[src/design/dorpm_pkg.sv]
// constants, field layout and carrier types of the output routing block
// assumes one 25 MHz datapath clock and 16-bit signed two's complement samples
//
// Summary of operation
// - bypassed: mask bit0 stream I, bit1 stream Q
// - real upconverters: mask bits pick upconverters 0-3
// - complex: bits 2,3 pick imaginary parts 0,1
// - upconverters on: all selected signals are summed per channel
// - 3-bit formats: channel B 6-4, A 2-0
// - codes 0,1,2: NRZ, return-to-inverse, return-to-zero
// - codes 3,4: interleave interpolator low/high pass
// - code 5 direct interleave, 6 off, 7 reserved
// - offset bit adds half LSB below 16 bits
// - cleared datapath enable holds datapath in reset
// - format 0 real four units, 1 complex two
package dorpm_pkg;

  localparam int ADDR_W = 10;
  localparam int DATA_W = 8;
  localparam int SMP_W  = 16;
  localparam int ACC_W  = 18;
  localparam int MASK_W = 4;
  localparam int FMT_W  = 3;

  localparam logic [ADDR_W-1:0] ADDR_SRC  = 10'h2e4;
  localparam logic [ADDR_W-1:0] ADDR_MODE = 10'h2e8;
  localparam logic [ADDR_W-1:0] ADDR_HLSB = 10'h2ea;

  localparam logic [DATA_W-1:0] RST_SRC  = 8'h00;
  localparam logic [DATA_W-1:0] RST_MODE = 8'h00;
  localparam logic [DATA_W-1:0] RST_HLSB = 8'h00;

  localparam int SRC1_LSB  = 4;
  localparam int SRC0_LSB  = 0;
  localparam int FMTB_LSB  = 4;
  localparam int FMTA_LSB  = 0;
  localparam int HLSB_BIT  = 0;
  localparam int IMAG_BASE = 2;

  localparam logic signed [ACC_W-1:0] SAT_HI   = 18'sh07fff;
  localparam logic signed [ACC_W-1:0] SAT_LO   = 18'sh38000;
  localparam logic signed [ACC_W-1:0] HALF_12  = 18'sh00008;
  localparam logic signed [ACC_W-1:0] HALF_8   = 18'sh00080;

  typedef enum logic [2:0] {
    FMT_NRZ    = 3'h0,
    FMT_RTI    = 3'h1,
    FMT_RTZ    = 3'h2,
    FMT_ILV_LP = 3'h3,
    FMT_ILV_HP = 3'h4,
    FMT_DIRECT = 3'h5,
    FMT_OFF    = 3'h6,
    FMT_RSVD   = 3'h7
  } dorpm_fmt_e;

  typedef enum logic [1:0] {
    RES_16 = 2'h0,
    RES_12 = 2'h1,
    RES_8  = 2'h2
  } dorpm_res_e;

  typedef struct packed {
    logic [SMP_W-1:0] even;
    logic [SMP_W-1:0] odd;
  } dorpm_pair_s;

  typedef struct packed {
    logic        en;
    dorpm_fmt_e  fmt;
    dorpm_pair_s smp;
  } dorpm_chan_s;

  typedef struct packed {
    logic [DATA_W-1:0] src;
    logic [DATA_W-1:0] mode;
    logic [DATA_W-1:0] hlsb;
    logic [DATA_W-1:0] rdata;
    dorpm_chan_s [1:0] ch;
  } dorpm_state_s;

endpackage

[src/design/dorpm_top.sv]
// output routing, summing and pulse-format selection for two converter channels
// assumes register strobes are one cycle, never both at once, synchronous to REF_CLK
//
// Decided for this implementation: the plain strobed port.
`timescale 1ns/1ps
`default_nettype none

module dorpm_top (
  input  wire logic                         REF_CLK,       // 25 MHz datapath clock
  input  wire logic                         RST,           // async reset, high
  input  wire logic [dorpm_pkg::ADDR_W-1:0] ADDR,          // register address
  input  wire logic [dorpm_pkg::DATA_W-1:0] WDATA,         // write data
  input  wire logic                         WR,            // write strobe
  input  wire logic                         RD,            // read strobe
  output var  logic [dorpm_pkg::DATA_W-1:0] RDATA,         // read data, next cycle
  input  wire logic                         DP_ENABLE,     // datapath_enable
  input  wire logic                         UPCONV_ON,     // total_interpolation >= 2
  input  wire logic                         UPCONV_FORMAT, // upconverter_output_format
  input  wire logic [1:0]                   OUT_RES,       // output resolution select
  input  wire logic [dorpm_pkg::SMP_W-1:0]  STREAM_I,      // input stream 0
  input  wire logic [dorpm_pkg::SMP_W-1:0]  STREAM_Q,      // input stream 1
  input  wire logic [3:0][15:0]             UPC_REAL,      // upconverter real outputs
  input  wire logic [1:0][15:0]             UPC_IMAG,      // imaginary outputs 0,1
  input  wire dorpm_pkg::dorpm_pair_s [1:0] ILV_LP,        // interleave low-pass pairs
  input  wire dorpm_pkg::dorpm_pair_s [1:0] ILV_HP,        // interleave high-pass pairs
  output var  dorpm_pkg::dorpm_chan_s       OUT_CH_A,      // output_channel_a
  output var  dorpm_pkg::dorpm_chan_s       OUT_CH_B       // output_channel_b
);

  dorpm_pkg::dorpm_state_s s;
  dorpm_pkg::dorpm_state_s next_s;

  // ----------------------------------------------------------------
  // routing and summing
  // ----------------------------------------------------------------
  // one adder tree per channel; 18-bit sum saturates to 16 bits, but wraps for four full-scale terms plus the 12-bit or 8-bit offset
  function automatic logic [15:0] route_sum(input logic [3:0] m);
    logic signed [17:0] acc;
    logic signed [15:0] term;
    acc  = '0;
    term = '0;
    if (!UPCONV_ON) begin
      // no summing when bypassed: bit0 has priority
      if (m[0]) begin
        acc = 18'($signed(STREAM_I));
      end else if (m[1]) begin
        acc = 18'($signed(STREAM_Q));
      end
    end else begin
      for (int i = 0; i < dorpm_pkg::MASK_W; i++) begin
        if (UPCONV_FORMAT && i >= dorpm_pkg::IMAG_BASE) begin
          term = $signed(UPC_IMAG[i-dorpm_pkg::IMAG_BASE]);
        end else begin
          term = $signed(UPC_REAL[i]);
        end
        if (m[i]) begin
          acc = acc + 18'(term);
        end
      end
    end
    if (s.hlsb[dorpm_pkg::HLSB_BIT]) begin
      if (OUT_RES == dorpm_pkg::RES_12) begin
        acc = acc + dorpm_pkg::HALF_12;
      end else if (OUT_RES == dorpm_pkg::RES_8) begin
        acc = acc + dorpm_pkg::HALF_8;
      end
    end
    if (acc > dorpm_pkg::SAT_HI) begin
      acc = dorpm_pkg::SAT_HI;
    end else if (acc < dorpm_pkg::SAT_LO) begin
      acc = dorpm_pkg::SAT_LO;
    end
    return acc[15:0];
  endfunction

  // ----------------------------------------------------------------
  // next state
  // ----------------------------------------------------------------
  always_comb begin
    logic [3:0]            mask;
    dorpm_pkg::dorpm_fmt_e fmt;
    logic [15:0]           sum;
    mask   = '0;
    fmt    = dorpm_pkg::FMT_NRZ;
    sum    = '0;
    next_s = s;
    next_s.rdata = '0;
    if (WR) begin
      case (ADDR)
        dorpm_pkg::ADDR_SRC:  next_s.src  = WDATA;
        dorpm_pkg::ADDR_MODE: next_s.mode = WDATA;
        dorpm_pkg::ADDR_HLSB: next_s.hlsb = WDATA;
        default: ;
      endcase
    end
    if (RD) begin
      case (ADDR)
        dorpm_pkg::ADDR_SRC:  next_s.rdata = s.src;
        dorpm_pkg::ADDR_MODE: next_s.rdata = s.mode;
        dorpm_pkg::ADDR_HLSB: next_s.rdata = s.hlsb;
        default:              next_s.rdata = '0;
      endcase
    end
    for (int c = 0; c < 2; c++) begin
      if (c == 0) begin
        mask = s.src[dorpm_pkg::SRC0_LSB +: dorpm_pkg::MASK_W];
        fmt  = dorpm_pkg::dorpm_fmt_e'(s.mode[dorpm_pkg::FMTA_LSB +: dorpm_pkg::FMT_W]);
      end else begin
        mask = s.src[dorpm_pkg::SRC1_LSB +: dorpm_pkg::MASK_W];
        fmt  = dorpm_pkg::dorpm_fmt_e'(s.mode[dorpm_pkg::FMTB_LSB +: dorpm_pkg::FMT_W]);
      end
      sum = route_sum(mask);
      next_s.ch[c].fmt = fmt;
      next_s.ch[c].en  = 1'b1;
      case (fmt)
        // pulse shape itself is made in the analog core
        dorpm_pkg::FMT_NRZ,
        dorpm_pkg::FMT_RTI,
        dorpm_pkg::FMT_RTZ: begin
          next_s.ch[c].smp = '{even: sum, odd: sum};
        end
        dorpm_pkg::FMT_ILV_LP: begin
          next_s.ch[c].smp = ILV_LP[c];
        end
        dorpm_pkg::FMT_ILV_HP: begin
          next_s.ch[c].smp = ILV_HP[c];
        end
        dorpm_pkg::FMT_DIRECT: begin
          // partner off and factor zero left to software
          next_s.ch[c].smp = '{even: STREAM_I, odd: STREAM_Q};
        end
        default: begin
          // reserved code treated as off so it cannot emit garbage
          next_s.ch[c].en  = 1'b0;
          next_s.ch[c].smp = '0;
        end
      endcase
    end
    // settings stay; only the sample path is held
    if (!DP_ENABLE) begin
      next_s.ch = '0;
    end
  end

  // ----------------------------------------------------------------
  // state register
  // ----------------------------------------------------------------
  always_ff @(posedge REF_CLK or posedge RST) begin
    if (RST) begin
      s       <= '0;
      s.src   <= dorpm_pkg::RST_SRC;
      s.mode  <= dorpm_pkg::RST_MODE;
      s.hlsb  <= dorpm_pkg::RST_HLSB;
    end else begin
      s <= next_s;
    end
  end

  assign RDATA    = s.rdata;
  assign OUT_CH_A = s.ch[0];
  assign OUT_CH_B = s.ch[1];

  // ----------------------------------------------------------------
  // assertions
  // ----------------------------------------------------------------
  logic plain_a;
  assign plain_a = DP_ENABLE && s.mode[2:0] == 3'h0 && OUT_RES == dorpm_pkg::RES_16;

  property p_bypass_i;
    @(posedge REF_CLK) disable iff (RST)
    plain_a && !UPCONV_ON && s.src[3:0] == 4'h3 |=> OUT_CH_A.smp.even == $past(STREAM_I);
  endproperty
  a_bypass_i: assert property (p_bypass_i) else $error("bypass did not pass stream I");

  property p_real2;
    @(posedge REF_CLK) disable iff (RST)
    plain_a && UPCONV_ON && !UPCONV_FORMAT && s.src[3:0] == 4'h4
      |=> OUT_CH_A.smp.even == $past(UPC_REAL[2]);
  endproperty
  a_real2: assert property (p_real2) else $error("real output 2 not routed");

  property p_imag0;
    @(posedge REF_CLK) disable iff (RST)
    plain_a && UPCONV_ON && UPCONV_FORMAT && s.src[3:0] == 4'h4
      |=> OUT_CH_A.smp.odd == $past(UPC_IMAG[0]);
  endproperty
  a_imag0: assert property (p_imag0) else $error("imaginary part 0 not routed");

  property p_sum;
    @(posedge REF_CLK) disable iff (RST)
    plain_a && UPCONV_ON && !UPCONV_FORMAT && s.src[3:0] == 4'h3
      && UPC_REAL[0][15:14] == 2'h0 && UPC_REAL[1][15:14] == 2'h0
      |=> OUT_CH_A.smp.even == $past(UPC_REAL[0]) + $past(UPC_REAL[1]);
  endproperty
  a_sum: assert property (p_sum) else $error("channel sum wrong");

  property p_fmt_b;
    @(posedge REF_CLK) disable iff (RST)
    DP_ENABLE |=> OUT_CH_B.fmt == $past(s.mode[6:4]);
  endproperty
  a_fmt_b: assert property (p_fmt_b) else $error("channel B format field wrong");

  property p_rtz;
    @(posedge REF_CLK) disable iff (RST)
    DP_ENABLE && s.mode[2:0] == 3'h2 |=> OUT_CH_A.en && OUT_CH_A.smp.even == OUT_CH_A.smp.odd;
  endproperty
  a_rtz: assert property (p_rtz) else $error("return-to-zero channel not single rate");

  property p_ilv_hp;
    @(posedge REF_CLK) disable iff (RST)
    DP_ENABLE && s.mode[6:4] == 3'h4 |=> OUT_CH_B.smp == $past(ILV_HP[1]);
  endproperty
  a_ilv_hp: assert property (p_ilv_hp) else $error("high-pass interleave pair not used");

  property p_off;
    @(posedge REF_CLK) disable iff (RST)
    DP_ENABLE && s.mode[6:4] == 3'h6 |=> !OUT_CH_B.en && OUT_CH_B.smp == '0;
  endproperty
  a_off: assert property (p_off) else $error("disabled channel still active");

  property p_hlsb;
    @(posedge REF_CLK) disable iff (RST)
    DP_ENABLE && s.mode[2:0] == 3'h0 && !UPCONV_ON && s.src[3:0] == 4'h1 && s.hlsb[0]
      && OUT_RES == dorpm_pkg::RES_12 && STREAM_I == 16'h0000 |=> OUT_CH_A.smp.even == 16'h0008;
  endproperty
  a_hlsb: assert property (p_hlsb) else $error("half LSB offset missing");

  property p_hold;
    @(posedge REF_CLK) disable iff (RST)
    !DP_ENABLE |=> OUT_CH_A == '0 && OUT_CH_B == '0;
  endproperty
  a_hold: assert property (p_hold) else $error("datapath not held while disabled");

  c_sum: cover property (@(posedge REF_CLK) disable iff (RST)
    DP_ENABLE && UPCONV_ON && s.src[3:0] == 4'hf);
  c_direct: cover property (@(posedge REF_CLK) disable iff (RST)
    DP_ENABLE && s.mode == 8'h55);
  c_hlsb: cover property (@(posedge REF_CLK) disable iff (RST)
    DP_ENABLE && s.hlsb[0] && OUT_RES == dorpm_pkg::RES_8);

endmodule

`default_nettype wire

[config.mk]
export PLATFORM = sky130hd
export DESIGN_NAME = dorpm_top
export DESIGN_NICKNAME = d
export VERILOG_FILES = /design/src/design/dorpm_pkg.sv /design/src/design/dorpm_top.sv
export SDC_FILE = /design/constraint.sdc
export NUM_CORES = 1
export LEC_CHECK = 0
export BUFFER_PORTS_ARGS = -buffer_cell sky130_fd_sc_hd__buf_2
export CORE_ASPECT_RATIO = 2
export CORE_MARGIN = 2
export CORE_UTILIZATION = 42
export CTS_CLUSTER_DIAMETER = 150
export DETAILED_ROUTE_END_ITERATION = 10
export HOLD_SLACK_MARGIN = 0.03
export PLACE_DENSITY_LB_ADDON = 0.1
export SETUP_SLACK_MARGIN = 0.3
export SLEW_MARGIN = 25
export SYNTH_ARGS = -nofsm -noshare
export SYNTH_HDL_FRONTEND = slang
export SYNTH_SLANG_ARGS = --single-unit
[constraint.sdc]
create_clock -name REF_CLK -period 10.1 [get_ports REF_CLK]
set_clock_uncertainty 0.2 [all_clocks]
set_input_delay 0.505 -clock REF_CLK [delete_from_list [all_inputs] [get_ports REF_CLK]]
set_output_delay 0.505 -clock REF_CLK [all_outputs]
set_load 0.005 [all_outputs]
==> impl_metrics.toml <==
[timing]
hold_viol = 0
worst_slack_ns = 1.28
timing.fmax_mhz = 113
slew_headroom = 0.296
maxSlewViolCount = 0
min_period_ns = 8.82
fin_crit_sh = 0.873
fin_tns_setup_ns = 0
whs_ns = 0.213
rsz0062_at_grt = "no"
worst_pin_slew_ns = 1.06
setup_viol = 0

[drt]
ant_nets = 0
drt-total-wl_um = 71000
drc = 0
drtPass1Iterations = 5
wl_per_cell_um = 25.8
avgViaCountPerCell = 6.37
drt_iter0_markers = 1595
vias = 17600

[logic_synthesis]
synth_flop_cell = "dfrtp_1"
ys_top_cells_by_area = "dfrtp_1, ha_1, mux2i_1, nand2_1, mux2_2"
synth_fp_nets = 2467
synth-async-reset-ratio = 1.00
yosysWarningCount = 0
synth_area_per_cell_um2 = 7.65
ys_ff_latch = 104
synth_top_area_share = 0.163
synth_seq_area_share = 0.163
yosysTopAreaCell = "dfrtp_1"
synth.distinct_cells = 104
mappedNetlistArea_mm2 = 0.0159
syn-instance-count = 2084
synth_edf_count = 0

[placed_design]
place_congestion = 0.999
port_buffers = 362
dp_hpwl_um = 56700
pre_cts_ws_ns = 1.08

[setup_path]
crit_path_top_delay_cell = "a21oi_1"
worstPathMaxFanout = 31
worstPathRequired_ns = 10.11
critPathLaunch = "s[100]$_DFFE_PP0P_"
cp-start-kind = "register"
cp.arrival_ns = 8.83
rr_startpoint = "s[100]$_DFFE_PP0P_"
endpoint_kind = "register"
setup.worst_path.class = "register to register"
worst_path_most_repeated_cell = "ha_1"
max_stage_delay_ns = 0.37

[floorplanning]
coreArea_mm2 = 0.0377
io_pins = 363
die_h_um = 280
start_util = 0.423
rows = 101
dieWidth_um = 142
dieArea_mm2 = 0.0396

[min_path]
hold_start = "WDATA[3]"
worstHoldPathType = "input pin to register"

[final_layout]
mostFrequentLayoutCell = "buf_2"
layout_common_cells = "buf_2, nand2_1, a21oi_1, o21ai_0, nor2_1"
layout-drive-gt1-share = 0.234
final_util = 0.473
syn_to_final_growth_pct = 11.7
fin_nets = 2669

[global_route]
grt_max_degree = 68
antenna_found_initial = 5
track_usage = 0.348
overflow = 0
grt_pass1_wl_um = 104000
grt_pass1_vias = 16800

[clock_tree]
cts_buffers = 9
cts_sinks = 104
cts-root-buf = "clkbuf_16"
clkTransAtPathRegs_ns = 0.07
insertion_delay_ns = 0.35
htree_levels = 3
clockBufferDepth = 2
cts_tree = "done"

[run_status]
status = "completed"

[power]
vdd_drop_max_mv = 0.0903
p_leak_nw = 8.14
powerDensity_mw_per_mm2 = 72.6

[run]
cap_violations = 0
## layer usage
| layer | track usage | vias to the layer above | wire length, um |
|---|---|---|---|
| met5 | 0 | - | 46 |
| met4 | 0.154 | 8 | 3730 |
| met3 | 0.0436 | 175 | 4610 |
| met2 | 0.594 | 814 | 34500 |
| met1 | 0.435 | 8418 | 28100 |
| li1 | - | 8138 | - |
## path summary, 6_finish.rpt
kind | endpoint | slack (ns) | cells after the start
hold / removal | s[99]$_DFFE_PP0P_ | 0.21 | 2
min in group asynchronous | OUT_CH_A[32]$_DFF_PP0_ | 0.50 | 3
max in group asynchronous | s[88]$_DFFE_PP0P_ | 7.87 | 4
setup / recovery | OUT_CH_B[27]$_DFF_PP0_ | 1.28 | 33
setup reg to reg | OUT_CH_B[27]$_DFF_PP0_ | 1.28 | 33
hold reg to reg | s[91]$_DFFE_PP0P_ | 0.31 | 1
## cell families after synthesis
kind of cell               synth area share
AOI/OAI and AO/OA                     0.304
and+or+nand+nor                       0.212
muxes                                 0.109
adders and majority gates            0.0826
buffers and inverters                0.0830
xor gates and xnor gates             0.0468
DFF                                   0.163
## through the flow
stage | total power, mW | instance area (um^2) | std cells
floorplan | 0.733 | 15900 | 2084
global placement | 0.913 | 17500 | 2737
detailed placement | 0.912 | 17500 | 2737
CTS | 1.29 | 17800 | 2754
global route | 1.34 | 17800 | 2755
finish | 1.29 | 17800 | 2755
## cell type report
cell class / instances / area [um^2]
Antenna cell: 1 / 2.50
Timing Repair Buffer: 393 / 2050
Tap cell: 463 / 579
Clock buffer: 9 / 225
Multi-Input combinational cell: 1723 / 12100
Clock inverter: 7 / 90.1
Inverter: 55 / 209
Sequential cell: 104 / 2610
Fill cell: 3857 / 19800
## synth_stat cells (21+ instances only)
library cell and n:
a211oi_1 31, a21o_1 46, a21oi_1 151, a31oi_1 28, and2_1 44, and3_1 30, buf_4 84, clkbuf_1 80
dfrtp_1 104, ha_1 94, inv_1 53, mux2_2 72, mux2i_1 92, nand2_1 231, nand3_1 43, nand4_1 26
nor2_1 136, nor2b_1 32, nor3_1 24, o211ai_1 70, o21a_1 26, o21ai_0 139, or3_1 21, xnor2_1 44
xor2_1 36
## registers in the layout, summed over array words and instances (netlist names)
name and flops:
RDATA 8, OUT_CH_A 36, s 24, OUT_CH_B 36
## report_power, final
| group | internal [mW] | total [mW] | switching [mW] | leakage (nW) |
|---|---|---|---|---|
| clock | 0.198 | 0.379 | 0.181 | 0.147 |
| sequential | 0.434 | 0.445 | 0.0110 | 1.37 |
| combinational | 0.176 | 0.470 | 0.294 | 6.62 |
## worst max-delay path, delay by kind of cell, from the launching register on
kind,cells,cell delay [ns]
simple gates,9,1.68
buf+inv,3,0.81
compound gates,13,3.48
flops,1,0.36
fa+ha+maj,4,1.16
xor+xnor,4,0.92
## repair_timing
item / 4_1_cts / 5_1_grt
endpoints found under the setup margin: 0 / 3
endpoints found under the hold margin: 37 / 0
setup buffers: 0 / 0
resized for setup: 0 / 1
hold buffers: 1 / 0
No activity file was read; power rests on OpenSTA's default activity.
